**config.mk**
```make
export PLATFORM = sky130hd
export DESIGN_NAME = coil_select_voltage_pid_ctrl
export DESIGN_NICKNAME = d
export VERILOG_FILES = /design/src/include/coil_ctrl_pkg.sv /design/src/include/drive_if.sv /design/src/verilog/coil_set_check.sv /design/src/verilog/hb_drive_gen.sv /design/src/verilog/coil_select_voltage_pid_ctrl.sv
export VERILOG_INCLUDE_DIRS = /design/src /design/src/include
export SDC_FILE = /design/constraint.sdc
export NUM_CORES = 1
export LEC_CHECK = 0
export ABC_AREA = 1
export CAP_MARGIN = 25
export CELL_PAD_IN_SITES_DETAIL_PLACEMENT = 1
export CELL_PAD_IN_SITES_GLOBAL_PLACEMENT = 1
export CORE_AREA = 2 2 142 144
export DETAILED_ROUTE_END_ITERATION = 8
export DIE_AREA = 0 0 144 146
export DONT_BUFFER_PORTS = 1
export GPL_TIMING_DRIVEN = 0
export HOLD_SLACK_MARGIN = 0.12
export MAX_ROUTING_LAYER = met4
export PLACE_DENSITY = 0.81
export RECOVER_POWER = 50
export SLEW_MARGIN = 30
export SYNTH_ARGS = -nofsm -noshare
export SYNTH_HDL_FRONTEND = slang
export SYNTH_SLANG_ARGS = --single-unit
```
**constraint.sdc**
```tcl
create_clock -name clk -period 9.35 [get_ports clk]
set_input_delay 1.87 -clock clk [delete_from_list [all_inputs] [get_ports clk]]
set_output_delay 1.87 -clock clk [all_outputs]
set_load 0.03 [all_outputs]
```
**src/include/coil_ctrl_regs.svh**
```systemverilog
// Constants for the coil select and inverter voltage controller.
// Assumes a 20 MHz clk and voltages and currents in mV and mA.
`ifndef COIL_CTRL_REGS_SVH
`define COIL_CTRL_REGS_SVH

// -----------------------------------------------------------------
// Register offsets and fields
// -----------------------------------------------------------------
`define REG_CTRL        8'h00
`define REG_COIL_REQ    8'h04
`define REG_COIL_STAT   8'h08
`define REG_TARGET      8'h0c
`define REG_MEAS        8'h10
`define REG_VOLT        8'h14
`define REG_PERIOD      8'h18
`define CTRL_PWR_BIT    0
`define STAT_BAD_BIT    8
`define COIL_RST        6'h01
`define PERIOD_RST      8'hb5

// -----------------------------------------------------------------
// Coil overlap rows, self bit included
// -----------------------------------------------------------------
`define OVL_ROW0        6'h1d
`define OVL_ROW1        6'h3e
`define OVL_ROW2        6'h37
`define OVL_ROW3        6'h2a
`define OVL_ROW4        6'h37
`define OVL_ROW5        6'h3a

// -----------------------------------------------------------------
// Voltage, current and loop figures
// -----------------------------------------------------------------
`define V_MAX_MV        15'd20000
`define V_PING_MV       15'd12000
`define I_LIM_MULTI_MA  16'd4000
`define I_LIM_SINGLE_MA 16'd2000
`define PROP_GAIN       18'sd1
`define LOOP_CAP        18'sd2000
`define VOLT_SCALE_MV   (-18'sd1)

// -----------------------------------------------------------------
// Drive frequency as clock counts
// -----------------------------------------------------------------
`define CLK_KHZ         20000
`define FOP_MIN_KHZ     105
`define FOP_MAX_KHZ     113
`define PERIOD_MAX      8'(`CLK_KHZ / `FOP_MIN_KHZ)
`define PERIOD_MIN      8'((`CLK_KHZ + `FOP_MAX_KHZ - 1) / `FOP_MAX_KHZ)

`endif

```
**src/include/coil_ctrl_pkg.sv**
```systemverilog
// Types shared by the coil select and voltage controller.
// Assumes the constants header is included by the user files.
package coil_ctrl_pkg;
	typedef logic [5:0]  coil_mask_t;
	typedef logic [14:0] volt_mv_t;
	typedef logic [15:0] cur_ma_t;
	typedef logic [7:0]  period_t;
	typedef enum logic [2:0] {
		PS_OFF  = 3'b001,
		PS_PING = 3'b010,
		PS_REG  = 3'b100
	} pwr_state_t;
endpackage : coil_ctrl_pkg

```
**src/include/drive_if.sv**
```systemverilog
// Link between the controller and the half-bridge drive generator.
// Assumes both ends share clk.
`timescale 1ns/100ps
`default_nettype none
interface drive_if;
	logic    run;
	logic [7:0] period;
	logic    hb_high;
	logic    hb_low;
	modport ctrl (output run, output period, input hb_high, input hb_low);
	modport gen  (input run, input period, output hb_high, output hb_low);
endinterface : drive_if
`default_nettype wire

```
**src/verilog/coil_set_check.sv**
```systemverilog
// Checks a requested coil mask: size one to three and full mutual overlap.
// Assumes the overlap rows of the constants header.
`include "coil_ctrl_regs.svh"
`timescale 1ns/100ps
`default_nettype none
module coil_set_check (
	// Request
	input  wire coil_ctrl_pkg::coil_mask_t mask,
	// Verdict
	output logic [1:0]                     count,
	output logic                           ok
);
	import coil_ctrl_pkg::*;

	function automatic coil_mask_t ovl_row(input int idx);
		case (idx)
			0:       ovl_row = `OVL_ROW0;
			1:       ovl_row = `OVL_ROW1;
			2:       ovl_row = `OVL_ROW2;
			3:       ovl_row = `OVL_ROW3;
			4:       ovl_row = `OVL_ROW4;
			default: ovl_row = `OVL_ROW5;
		endcase
	endfunction : ovl_row

	// A chosen coil may only sit with coils it overlaps
	logic [5:0] bad_bit;
	genvar gi;
	generate
		for (gi = 0; gi < 6; gi++) begin : g_ovl
			assign bad_bit[gi] = mask[gi] && |(mask & ~ovl_row(gi));
		end
	endgenerate

	wire [2:0] pop = 3'(mask[0]) + 3'(mask[1]) + 3'(mask[2])
		+ 3'(mask[3]) + 3'(mask[4]) + 3'(mask[5]);
	assign count = pop[1:0];
	assign ok    = (pop != 3'd0) && (pop <= 3'd3) && !(|bad_bit);
endmodule : coil_set_check
`default_nettype wire

```
**src/verilog/hb_drive_gen.sv**
```systemverilog
// Half-bridge gate drive with 50% duty at a period given in clocks.
// Assumes the period is already held inside the legal band.
`timescale 1ns/100ps
`default_nettype none
module hb_drive_gen (
	// Clock and reset
	input  wire logic clk,
	input  wire logic srst,
	// Controller side
	drive_if.gen      drv
);
	logic [7:0] cnt_q;
	logic       high_q;
	logic       low_q;
	wire        wrap = (cnt_q >= drv.period - 8'd1);
	wire        first_half = (cnt_q < {1'b0, drv.period[7:1]});

	// Counter wraps every period, so f = clk / period
	always_ff @(posedge clk) begin
		if (srst || !drv.run || wrap) begin
			cnt_q <= 8'h00;
		end else begin
			cnt_q <= cnt_q + 8'd1;
		end
	end

	// Registered gates, both low while stopped
	always_ff @(posedge clk) begin
		if (srst) begin
			high_q <= 1'b0;
			low_q  <= 1'b0;
		end else begin
			high_q <= drv.run && first_half;
			low_q  <= drv.run && !first_half;
		end
	end

	assign drv.hb_high = high_q;
	assign drv.hb_low  = low_q;
endmodule : hb_drive_gen
`default_nettype wire

```
**src/verilog/coil_select_voltage_pid_ctrl.sv**
```systemverilog
// Top of the coil select and inverter voltage controller.
// Assumes current samples arrive on clk, one mA per LSB, as RMS values.
`include "coil_ctrl_regs.svh"
`timescale 1ns/100ps
`default_nettype none
module coil_select_voltage_pid_ctrl (
	// Clock and reset
	input  wire logic                    clk,
	input  wire logic                    srst,
	// Register port
	input  wire logic [7:0]              addr,
	input  wire logic [31:0]             wdata,
	input  wire logic                    wr,
	input  wire logic                    rd,
	output logic [31:0]                  rdata,
	// Cell current samples
	input  wire coil_ctrl_pkg::cur_ma_t  cell_cur_ma,
	input  wire logic                    cell_cur_vld,
	// Power stage controls
	output coil_ctrl_pkg::coil_mask_t    coil_en,
	output logic                         match_sw_close,
	output coil_ctrl_pkg::volt_mv_t      vin_cmd_mv,
	output logic                         hb_high,
	output logic                         hb_low
);
	import coil_ctrl_pkg::*;

	// -----------------------------------------------------------------
	// Register decode
	// -----------------------------------------------------------------
	wire wr_ctrl   = wr && (addr == `REG_CTRL);
	wire wr_coil   = wr && (addr == `REG_COIL_REQ);
	wire wr_stat   = wr && (addr == `REG_COIL_STAT);
	wire wr_target = wr && (addr == `REG_TARGET);
	wire wr_period = wr && (addr == `REG_PERIOD);

	logic       pwr_en_q;
	coil_mask_t coil_req_q;
	coil_mask_t coil_act_q;
	logic       sw_q;
	logic       bad_q;
	cur_ma_t    target_q;
	cur_ma_t    meas_q;
	volt_mv_t   volt_q;
	volt_mv_t   ceil_q;
	period_t    period_q;
	logic [31:0] rdata_q;
	pwr_state_t state_q;
	pwr_state_t state_d;

	// -----------------------------------------------------------------
	// Coil set validation
	// -----------------------------------------------------------------
	logic [1:0] req_cnt;
	logic       req_ok;
	coil_set_check u_req_check (
		.mask  (wdata[5:0]),
		.count (req_cnt),
		.ok    (req_ok)
	);
	wire take_coil = wr_coil && req_ok;
	wire bad_set   = wr_coil && !req_ok;
	wire multi_req = (req_cnt >= 2'd2);

	// A rejected set leaves the old cell in place, so never zero coils
	always_ff @(posedge clk) begin
		if (srst) begin
			coil_act_q <= `COIL_RST;
			sw_q       <= 1'b0;
		end else if (take_coil) begin
			coil_act_q <= wdata[5:0];
			sw_q       <= multi_req;
		end
	end

	// Last request kept for readback
	always_ff @(posedge clk) begin
		if (srst) begin
			coil_req_q <= `COIL_RST;
		end else if (wr_coil) begin
			coil_req_q <= wdata[5:0];
		end
	end

	// Sticky bad-request flag, write one to clear; a new bad set wins
	wire bad_clr = wr_stat && wdata[`STAT_BAD_BIT];
	always_ff @(posedge clk) begin
		if (srst) begin
			bad_q <= 1'b0;
		end else begin
			bad_q <= bad_set || (bad_q && !bad_clr);
		end
	end

	// -----------------------------------------------------------------
	// Software settings
	// -----------------------------------------------------------------
	// Period clamped into the legal drive band on write
	wire [7:0] per_w  = wdata[7:0];
	wire [7:0] per_lo = (per_w < `PERIOD_MIN) ? `PERIOD_MIN : per_w;
	wire [7:0] per_cl = (per_lo > `PERIOD_MAX) ? `PERIOD_MAX : per_lo;

	always_ff @(posedge clk) begin
		if (srst) begin
			pwr_en_q <= 1'b0;
			target_q <= 16'h0000;
			period_q <= `PERIOD_RST;
		end else begin
			if (wr_ctrl) begin
				pwr_en_q <= wdata[`CTRL_PWR_BIT];
			end
			if (wr_target) begin
				target_q <= wdata[15:0];
			end
			if (wr_period) begin
				period_q <= per_cl;
			end
		end
	end

	// -----------------------------------------------------------------
	// Current measurement
	// -----------------------------------------------------------------
	// Full 1 mA resolution is kept, well inside 5 mA
	always_ff @(posedge clk) begin
		if (srst) begin
			meas_q <= 16'h0000;
		end else if (cell_cur_vld) begin
			meas_q <= cell_cur_ma;
		end
	end

	// -----------------------------------------------------------------
	// Power state
	// -----------------------------------------------------------------
	always_comb begin
		state_d = state_q;
		case (state_q)
			PS_OFF: begin
				if (pwr_en_q) begin
					state_d = PS_PING;
				end
			end
			PS_PING: begin
				if (!pwr_en_q) begin
					state_d = PS_OFF;
				end else if (cell_cur_vld) begin
					state_d = PS_REG;
				end
			end
			PS_REG: begin
				if (!pwr_en_q) begin
					state_d = PS_OFF;
				end
			end
			default: begin
				state_d = PS_OFF;
			end
		endcase
	end

	always_ff @(posedge clk) begin
		if (srst) begin
			state_q <= PS_OFF;
		end else begin
			state_q <= state_d;
		end
	end

	// -----------------------------------------------------------------
	// Current cap and voltage ceiling
	// -----------------------------------------------------------------
	// Limit follows the cell actually connected
	wire     multi   = sw_q;
	wire     loop_go = (state_q == PS_REG) && cell_cur_vld;
	cur_ma_t i_lim;
	assign i_lim = multi ? `I_LIM_MULTI_MA : `I_LIM_SINGLE_MA;
	wire     over    = cell_cur_ma > i_lim;
	cur_ma_t excess;
	assign excess = cell_cur_ma - i_lim;

	// Overshoot sets the ceiling one mV per mA over below the present voltage
	wire signed [17:0] ceil_red = $signed({3'b000, volt_q})
		- $signed({2'b00, excess});
	volt_mv_t ceil_cut;
	assign ceil_cut = ceil_red[17] ? 15'd0 : ceil_red[14:0];
	volt_mv_t ceil_now;
	assign ceil_now = (loop_go && over) ? ceil_cut : ceil_q;

	// Ceiling reopens when power or the cell changes
	always_ff @(posedge clk) begin
		if (srst || take_coil || (state_q == PS_OFF)) begin
			ceil_q <= `V_MAX_MV;
		end else begin
			ceil_q <= ceil_now;
		end
	end

	// -----------------------------------------------------------------
	// Proportional loop
	// -----------------------------------------------------------------
	// Error is measured minus target, so excess current lowers voltage
	wire signed [16:0] err = $signed({1'b0, cell_cur_ma})
		- $signed({1'b0, target_q});
	wire signed [17:0] p_term = 18'(err) * `PROP_GAIN;
	// Integral and derivative gains are zero, so those terms drop out
	wire signed [17:0] pid_out = (p_term > `LOOP_CAP) ? `LOOP_CAP :
		(p_term < -`LOOP_CAP) ? -`LOOP_CAP : p_term;
	wire signed [17:0] dv = pid_out * `VOLT_SCALE_MV;
	wire signed [17:0] v_raw = $signed({3'b000, volt_q}) + dv;
	wire signed [17:0] v_top = $signed({3'b000, ceil_now});

	// Saturate to ceiling and zero; ceiling never exceeds 20 V
	volt_mv_t v_sat;
	assign v_sat = v_raw[17] ? 15'd0 :
		(v_raw > v_top) ? ceil_now : v_raw[14:0];

	volt_mv_t volt_d;
	always_comb begin
		volt_d = volt_q;
		case (state_q)
			PS_OFF: begin
				volt_d = pwr_en_q ? `V_PING_MV : 15'd0;
			end
			PS_PING: begin
				volt_d = pwr_en_q ? volt_q : 15'd0;
			end
			PS_REG: begin
				if (!pwr_en_q) begin
					volt_d = 15'd0;
				end else if (loop_go) begin
					volt_d = v_sat;
				end
			end
			default: begin
				volt_d = 15'd0;
			end
		endcase
	end

	// One mV per LSB, so steps are far finer than 35 mV
	always_ff @(posedge clk) begin
		if (srst) begin
			volt_q <= 15'd0;
		end else begin
			volt_q <= volt_d;
		end
	end

	// -----------------------------------------------------------------
	// Inverter drive
	// -----------------------------------------------------------------
	drive_if drv ();
	assign drv.run    = (state_q != PS_OFF);
	assign drv.period = period_q;
	hb_drive_gen u_drive (
		.clk  (clk),
		.srst (srst),
		.drv  (drv)
	);

	// -----------------------------------------------------------------
	// Readback
	// -----------------------------------------------------------------
	logic [31:0] rd_mux;
	always_comb begin
		case (addr)
			`REG_CTRL:      rd_mux = {31'h0, pwr_en_q};
			`REG_COIL_REQ:  rd_mux = {26'h0, coil_req_q};
			`REG_COIL_STAT: rd_mux = {23'h0, bad_q, 2'h0, coil_act_q};
			`REG_TARGET:    rd_mux = {16'h0, target_q};
			`REG_MEAS:      rd_mux = {16'h0, meas_q};
			`REG_VOLT:      rd_mux = {1'b0, ceil_q, 1'b0, volt_q};
			`REG_PERIOD:    rd_mux = {24'h0, period_q};
			default:        rd_mux = 32'h0;
		endcase
	end

	// Data valid only in the cycle after the read strobe
	always_ff @(posedge clk) begin
		if (srst || !rd) begin
			rdata_q <= 32'h0;
		end else begin
			rdata_q <= rd_mux;
		end
	end

	assign rdata          = rdata_q;
	assign coil_en        = coil_act_q;
	assign match_sw_close = sw_q;
	assign vin_cmd_mv     = volt_q;
	assign hb_high        = drv.hb_high;
	assign hb_low         = drv.hb_low;

	// -----------------------------------------------------------------
	// Checks
	// -----------------------------------------------------------------
	logic [2:0] act_cnt;
	logic       act_ok;
	assign act_cnt = 3'(coil_act_q[0]) + 3'(coil_act_q[1])
		+ 3'(coil_act_q[2]) + 3'(coil_act_q[3])
		+ 3'(coil_act_q[4]) + 3'(coil_act_q[5]);
	assign act_ok = (act_cnt != 3'd0) && (act_cnt <= 3'd3);
endmodule : coil_select_voltage_pid_ctrl
`default_nettype wire

```
# Word level (Yosys, flattened, before mapping)

Cells that the tools add are included.

Add/sub/neg operators: 12
$lt $le $gt $ge: 10
Equality and inequality tests: 15
Mux-type cells: 20
Reductions and logical operators: 41

Operators with widths:

| kind                 | count |
|---|---|
| $pmux 31 s7          | 1 |
| $mux 15              | 7 |
| $pmux 15 s3          | 1 |
| $mux 18              | 2 |
| $eq 8x5->1 const B   | 3 |
| $logic_and 1x1->1    | 21 |
| $add 16x18->18       | 1 |
| $gt 18x16->1         | 1 |
| $neg 18->18          | 1 |
| $gt 17x12->1 const B | 1 |
| $lt 17x12->1 const B | 1 |
| $sub 15x16->17       | 1 |
| $sub 16x16->17       | 1 |
| $eq 8x4->1 const B   | 2 |
| $gt 16x12->1         | 1 |
| $mux 8               | 2 |
| $sub 16x12->16       | 1 |
| $mux 14              | 1 |
| $add 3x1->3          | 4 |
| $mux 12              | 1 |
| $mux 3               | 4 |
| $pmux 3 s3           | 1 |
| $add 8x1->8 const B  | 1 |
| $eq 8x3->1 const B   | 1 |
| other kinds (23)     | 37 |

Register bits after elaboration: 130
Input port bits: 61
Output and inout bits: 56
Logic and storage cells: 113

# Logic depth before layout (Yosys ltp)

Word-level depth: 12
Mapped depth: 52
Mapped depth without buffers: 52

# Hierarchy

Synthesis repeated with hierarchy kept, for this count alone.

Cells, all modules: 1342
Area total of the unflattened synthesis: 9082.5 um^2

Modules (own cells, without submodules):

| module                       | instances | cells each | area an instance (um^2) | sequential area each (um^2) |
|---|---|---|---|---|
| coil_select_voltage_pid_ctrl | 1         | 1194       | 8046.5                  | 2382.3 |
| hb_drive_gen                 | 1         | 122        | 867.1                   | 200.2 |
| coil_set_check               | 1         | 26         | 168.9                   | 0.0 |

# Least setup slack after synthesis

Ideal clock, no wire load.

Path kind: input to register
From: input cell_cur_ma[0]
To: register volt_q[8] (netlist: vin_cmd_mv[8])
Library setup time: 131 ps
Arrival time: 7569 ps
Data required time: 9219 ps
Setup slack: 1651 ps
Stages: 46
Buffers on the path: 1
Cell sequence: inv_1 ha_1 fa_1 inv_1 nand3_1 nand2_2 nand3_1 nand3_2 a21oi_4 nand2_1 nand2_2 nor3_1 o311ai_0 ha_1 nor2_1 inv_1 or2_2 ha_1 [... 10 more ...] nand2_1 nand2_1 inv_1 ha_1 nand2_1 nor2_1 a211oi_1 o21ai_0 a21o_1 o2bb2ai_1 nand2_1 inv_2 nand3_4 nand2_4 inv_4 buf_12 o211ai_2 a21oi_2

Longest elaborated chain between the ends: 12
Elaborated cells between the ends (all ways): 19
Classes of those cells: 5 x add/sub; 4 x order compare; 9 x mux; 1 x reduce/logical

RTL lines:

| element                | RTL line                            | text |
|---|---|---|
| start, declared        | coil_select_voltage_pid_ctrl.sv:17  | `input wire coil_ctrl_pkg::cur_ma_t cell_cur_ma,` |
| $sub 16x16->17         | coil_select_voltage_pid_ctrl.sv:204 | `- $signed({1'b0, target_q});` |
| $lt 17x12->1 (no line) | -                                   |  |
| $mux 18                | coil_select_voltage_pid_ctrl.sv:208 | `` (p_term < -`LOOP_CAP) ? -`LOOP_CAP : p_term; `` |
| $mux 18                | coil_select_voltage_pid_ctrl.sv:207 | `` wire signed [17:0] pid_out = (p_term > `LOOP_CAP) ? `LOOP_CAP : `` |
| $neg 18->18 (no line)  | -                                   |  |
| $add 16x18->18         | coil_select_voltage_pid_ctrl.sv:210 | `wire signed [17:0] v_raw = $signed({3'b000, volt_q}) + dv;` |
| $gt 18x16->1           | coil_select_voltage_pid_ctrl.sv:216 | `(v_raw > v_top) ? ceil_now : v_raw[14:0];` |
| $mux 15                | coil_select_voltage_pid_ctrl.sv:216 |  |
| $mux 15 (*)            | coil_select_voltage_pid_ctrl.sv:215 | `assign v_sat = v_raw[17] ? 15'd0 :` |
| $mux 15 (*)            | coil_select_voltage_pid_ctrl.sv:231 | `end else if (loop_go) begin` |
| $mux 15 (*)            | coil_select_voltage_pid_ctrl.sv:229 | `if (!pwr_en_q) begin` |
| $pmux 15 s3 (*)        | coil_select_voltage_pid_ctrl.sv:221 | `case (state_q)` |
| end signal, assigned   | coil_select_voltage_pid_ctrl.sv:246 | `volt_q <= volt_d;` |
| end, declared          | coil_select_voltage_pid_ctrl.sv:44  | `volt_mv_t volt_q;` |

Mark *: on every way between the ends. The rest lies on a longest branch, timed or not. The select of a mux whose other input is x is not followed.
A chain may end at the register's enable or synchronous reset.

# Final worst setup path

From: input cell_cur_ma[0]
To: register volt_q[12] (netlist: vin_cmd_mv[12])

The elaborated chain is that of the path after synthesis.

==> flow_summary.html <==
<table>
<tr><th>Metric</th><th>Value</th></tr>
<tr><th colspan="2">Clocking</th></tr>
<tr><td>Post-CTS Hold Fix Bufs</td><td>0</td></tr>
<tr><td>CTS-repair resized insts</td><td>0</td></tr>
<tr><td>Number of CTS-inserted buffers</td><td>17</td></tr>
<tr><td>Clock transition at path regs</td><td>0.06 ns</td></tr>
<tr><td>Maximum buffer depth of the clock tree</td><td>2</td></tr>
<tr><td>Clock latency reported for the late side of the worst-skew pair</td><td>0.44 ns</td></tr>
<tr><td>Post-CTS repair timing setup buffer count</td><td>0</td></tr>
<tr><td>Clock tree from TritonCTS</td><td>built</td></tr>
<tr><td>Clk Tree Root Cell</td><td>sky130_fd_sc_hd__clkbuf_16</td></tr>
<tr><td>CTS sink count</td><td>129</td></tr>
<tr><td>H-tree depth reported by CTS</td><td>4</td></tr>
<tr><th colspan="2">Setup path</th></tr>
<tr><td>Crit-path most repeated cell</td><td>sky130_fd_sc_hd__nand2_1</td></tr>
<tr><td>Capturing element type of the critical path</td><td>flop</td></tr>
<tr><td>Path depth of the worst reg2reg path</td><td>47</td></tr>
<tr><td>Start-to-end type of the worst setup path</td><td>primary input to flop</td></tr>
<tr><td>Maximum net fanout on the critical path</td><td>10</td></tr>
<tr><td>Reg-to-reg endpoint</td><td>vin_cmd_mv[12]</td></tr>
<tr><td>Data arrival time of the critical path</td><td>8.93 ns</td></tr>
<tr><td>Critical register-to-register path startpoint</td><td>target_q[6]</td></tr>
<tr><td>WP data required</td><td>9.63 ns</td></tr>
<tr><td>CP max stage cell</td><td>sky130_fd_sc_hd__o21ai_0</td></tr>
<tr><td>Delay of the slowest cell on the worst path</td><td>0.42 ns</td></tr>
<tr><td>Setup slack, reg-to-reg</td><td>1.84 ns</td></tr>
<tr><td>Critical path launch point type</td><td>primary input</td></tr>
<tr><th colspan="2">Routing</th></tr>
<tr><td>Remaining antenna violation count after routing</td><td>0</td></tr>
<tr><td>Post-DR vias/cell</td><td>5.58</td></tr>
<tr><td>Detailed router's first-iteration violation count</td><td>369</td></tr>
<tr><td>First-pass iteration count of the detailed router</td><td>5</td></tr>
<tr><td>DRC violations left</td><td>0</td></tr>
<tr><td>WL final</td><td>30.7 mm</td></tr>
<tr><td>Drt wl/cell</td><td>19.4 um</td></tr>
<tr><td>Total number of vias</td><td>8840</td></tr>
<tr><th colspan="2">STA</th></tr>
<tr><td>Final Max Slew Viols</td><td>0</td></tr>
<tr><td>Highest Clock Rate</td><td>116 MHz</td></tr>
<tr><td>Max_slew headroom</td><td>35.2%</td></tr>
<tr><td>Post-Route Setup TNS</td><td>0 ns</td></tr>
<tr><td>Setup Viol. Count Final</td><td>0</td></tr>
<tr><td>Count of final hold-check violations</td><td>0</td></tr>
<tr><td>Least-Margin Pin Slew</td><td>0.962 ns</td></tr>
<tr><td>Clk_skew</td><td>0.0144 ns</td></tr>
<tr><td>Worst setup slack after layout</td><td>0.700 ns</td></tr>
<tr><td>Post-route minimum period</td><td>8.65 ns</td></tr>
<tr><td>Unrepaired setup endpoints after global routing</td><td>false</td></tr>
<tr><td>Post-route clock period utilization</td><td>92.5%</td></tr>
<tr><th colspan="2">Logic synthesis</th></tr>
<tr><td>Number of storage elements in the synthesis netlist</td><td>129</td></tr>
<tr><td>Asr flop ratio synth</td><td>0%</td></tr>
<tr><td>Number of flops mapped to enable cells by yosys</td><td>0</td></tr>
<tr><td>Cells after synthesis</td><td>1288</td></tr>
<tr><td>Yosys cell types</td><td>62</td></tr>
<tr><td>Post-synthesis net count</td><td>1441</td></tr>
<tr><td>Summed instance area of the synthesized netlist</td><td>0.00902 mm^2</td></tr>
<tr><td>Avg Synthesized Cell Area</td><td>7.00 um^2</td></tr>
<tr><td>Commonest register cell after synthesis</td><td>sky130_fd_sc_hd__dfxtp_1</td></tr>
<tr><td>Sequential-to-total area share from yosys stat</td><td>28.6%</td></tr>
<tr><td>Count of warnings emitted by yosys</td><td>0</td></tr>
<tr><th colspan="2">Power</th></tr>
<tr><td>Pwr per Cell Area</td><td>145 mW/mm^2</td></tr>
<tr><td>Worst VDD drop</td><td>120 uV</td></tr>
<tr><td>Overall power of the completed layout</td><td>1.44 mW</td></tr>
<tr><td>LEAKAGE</td><td>4.43 nW</td></tr>
<tr><th colspan="2">Hold path</th></tr>
<tr><td>Startpoint of the worst hold path</td><td>ceil_q[4]</td></tr>
<tr><td>Path type of the worst min-delay path</td><td>flop to flop</td></tr>
<tr><td>Worst hold stages</td><td>2</td></tr>
<tr><td>Endpoint with the worst hold slack</td><td>rdata[20]</td></tr>
<tr><th colspan="2">Layout</th></tr>
<tr><td>ANT cells</td><td>0</td></tr>
<tr><td>Final #Nets</td><td>1460</td></tr>
<tr><td>Ratio of cells with drive above 1 in the final layout</td><td>7.80%</td></tr>
<tr><td>P&amp;R area growth vs syn</td><td>10.3%</td></tr>
<tr><td>Share of the core filled with cells in the final layout</td><td>51.4%</td></tr>
<tr><th colspan="2">Global route</th></tr>
<tr><td>Wire length of the first global-routing pass</td><td>48.2 mm</td></tr>
<tr><td>Number of antenna violations at the first check in global routing</td><td>0</td></tr>
<tr><td>Global-route congestion overflow total</td><td>0</td></tr>
<tr><td>Via count of the first global-routing pass</td><td>9038</td></tr>
<tr><td>GRT Resource Usage Total</td><td>30.6%</td></tr>
<tr><td>Largest net degree at the start of global routing</td><td>17</td></tr>
<tr><th colspan="2">Placement</th></tr>
<tr><td>Post-Place Worst Slack</td><td>0.261 ns</td></tr>
<tr><td>HPWL Detailed</td><td>24.5 mm</td></tr>
<tr><td>Global placer's final weighted congestion</td><td>0.942</td></tr>
<tr><td>Count of buffers inserted at the top-level ports</td><td>0</td></tr>
<tr><th colspan="2">Floorplan</th></tr>
<tr><td>Horizontal die dimension</td><td>144 um</td></tr>
<tr><td>Die area</td><td>0.0210 mm^2</td></tr>
<tr><td>Effective utilization at floorplan</td><td>46.7%</td></tr>
<tr><td>Area of the core</td><td>0.0193 mm^2</td></tr>
<tr><td>I/O pin count</td><td>117</td></tr>
<tr><td>Row Count</td><td>51</td></tr>
<tr><td>Die height</td><td>146 um</td></tr>
<tr><th colspan="2">Run</th></tr>
<tr><td>Max capacitance violation total</td><td>0</td></tr>
<tr><th colspan="2">Status</th></tr>
<tr><td>Result of the run</td><td>finished, final reports clean</td></tr>
</table>
registers in the layout (all words and copies together) (netlist names), 6 cells and up:
name           cells
ceil_q            15
coil_en            6
coil_req_q         6
drv.period         8
meas_q            16
rdata             31
target_q          16
u_drive.cnt_q      8
vin_cmd_mv        15
how the worst max path moves through the flow:
stage | startpoint | slack [ns] | endpoint | cells past startpoint
floorplan | cell_cur_ma[0] | 1.65 | vin_cmd_mv[8] | 46
global placement | cell_cur_ma[0] | 0.41 | vin_cmd_mv[12] | 46
detailed placement | cell_cur_ma[0] | 0.26 | vin_cmd_mv[12] | 46
CTS | cell_cur_ma[0] | 0.68 | vin_cmd_mv[12] | 46
global route | cell_cur_ma[0] | 0.17 | vin_cmd_mv[12] | 46
finish | cell_cur_ma[0] | 0.70 | vin_cmd_mv[12] | 46
cell type report:
class,instances,area (um^2)
inverter,199,752
clock inverter,13,151
buffer,26,129
sequential,129,2580
multi-input combinational,934,5560
clock buffer,19,443
tap,265,332
fill,2542,9390
through the flow:
stage | hold WS (ns) | cell area, um^2 | std cells
floorplan | 0.419 | 9020 | 1288
global placement | 0.436 | 9350 | 1553
detailed placement | 0.438 | 9350 | 1553
CTS | 0.447 | 9950 | 1585
global route | 0.460 | 9950 | 1585
finish | 0.444 | 9950 | 1585
cells in the mapped netlist, types with 4 or more instances:
master	n	area (um^2)
sky130_fd_sc_hd__a221oi_1	13	114
sky130_fd_sc_hd__ha_1	85	1060
sky130_fd_sc_hd__nor3_1	19	95.1
sky130_fd_sc_hd__nand4_1	15	93.8
sky130_fd_sc_hd__dfxtp_1	129	2580
sky130_fd_sc_hd__or2_2	4	25.0
sky130_fd_sc_hd__o21a_1	4	30.0
sky130_fd_sc_hd__fa_1	7	140
sky130_fd_sc_hd__nand2_2	22	138
sky130_fd_sc_hd__o22ai_1	4	25.0
sky130_fd_sc_hd__o31ai_1	4	30.0
sky130_fd_sc_hd__xor2_1	25	219
sky130_fd_sc_hd__o21bai_1	4	30.0
sky130_fd_sc_hd__inv_1	188	706
sky130_fd_sc_hd__a21oi_2	9	78.8
sky130_fd_sc_hd__clkbuf_1	21	78.8
sky130_fd_sc_hd__a21oi_1	94	470
sky130_fd_sc_hd__nand3_2	5	50.1
sky130_fd_sc_hd__a31oi_1	4	25.0
sky130_fd_sc_hd__xnor2_1	8	70.1
sky130_fd_sc_hd__nand2_1	271	1020
sky130_fd_sc_hd__nor2_1	125	469
sky130_fd_sc_hd__a211oi_1	17	128
sky130_fd_sc_hd__o221ai_1	4	35.0
sky130_fd_sc_hd__nand2_4	4	45.0
sky130_fd_sc_hd__inv_2	6	22.5
sky130_fd_sc_hd__nand3_1	66	330
sky130_fd_sc_hd__o21ai_0	64	320
sky130_fd_sc_hd__o211ai_2	8	100
cells in the final DEF (no fill, tap or decap), types with 5 or more instances in the layout:
cell and instances:
sky130_fd_sc_hd__nand2_2 22, sky130_fd_sc_hd__ha_1 85, sky130_fd_sc_hd__clkbuf_1 22, sky130_fd_sc_hd__nand4_1 15, sky130_fd_sc_hd__xnor2_1 8, sky130_fd_sc_hd__inv_1 189, sky130_fd_sc_hd__nor2_1 125, sky130_fd_sc_hd__o211ai_2 8
sky130_fd_sc_hd__clkbuf_16 17, sky130_fd_sc_hd__a21oi_1 94, sky130_fd_sc_hd__nor3_1 19, sky130_fd_sc_hd__nand2_1 271, sky130_fd_sc_hd__nand3_2 5, sky130_fd_sc_hd__a211oi_1 17, sky130_fd_sc_hd__xor2_1 25, sky130_fd_sc_hd__inv_2 5
sky130_fd_sc_hd__a221oi_1 13, sky130_fd_sc_hd__nand3_1 66, sky130_fd_sc_hd__dfxtp_1 129, sky130_fd_sc_hd__fa_1 7, sky130_fd_sc_hd__o21ai_0 65, sky130_fd_sc_hd__a21oi_2 9
cell families (layout without fill, tap and decap cells):
group	after synthesis	count (layout)	share of synthesized area [%]
and+or+nand+nor	547	547	26.6
other	1	1	0.0416
adders and majority gates	92	92	13.3
AOI/OAI and AO/OA	261	261	18.4
xor gates and xnor gates	33	33	3.20
DFF	129	129	28.6
buffers and inverters	225	257	9.77
layer usage:
| metal | vias to the layer above | track usage, % | wire length [um] | part of all wire [%] |
|---|---|---|---|---|
| met1 | 4223 | 36.6 | 13200 | 43 |
| met5 | - | - | 0 | 0 |
| li1 | 4311 | - | - | - |
| met2 | 237 | 51.8 | 15000 | 49 |
| met4 | 0 | 10.3 | 977 | 3.2 |
| met3 | 69 | 5.20 | 1510 | 4.9 |
critical path: cells and delay by family:
family          cells  cell delay (ns)
simple gates       22             2.52
compound gates     12             2.26
fa+ha+maj           5             1.62
buf+inv             7             0.63
power by group:
part | total, mW | switching [mW] | internal (mW)
registers | 0.558 | 0.00303 | 0.555
clock network | 0.685 | 0.280 | 0.405
logic | 0.195 | 0.130 | 0.0647
total | 1.44 | 0.414 | 1.02
Power figures use the tool's default switching activity.
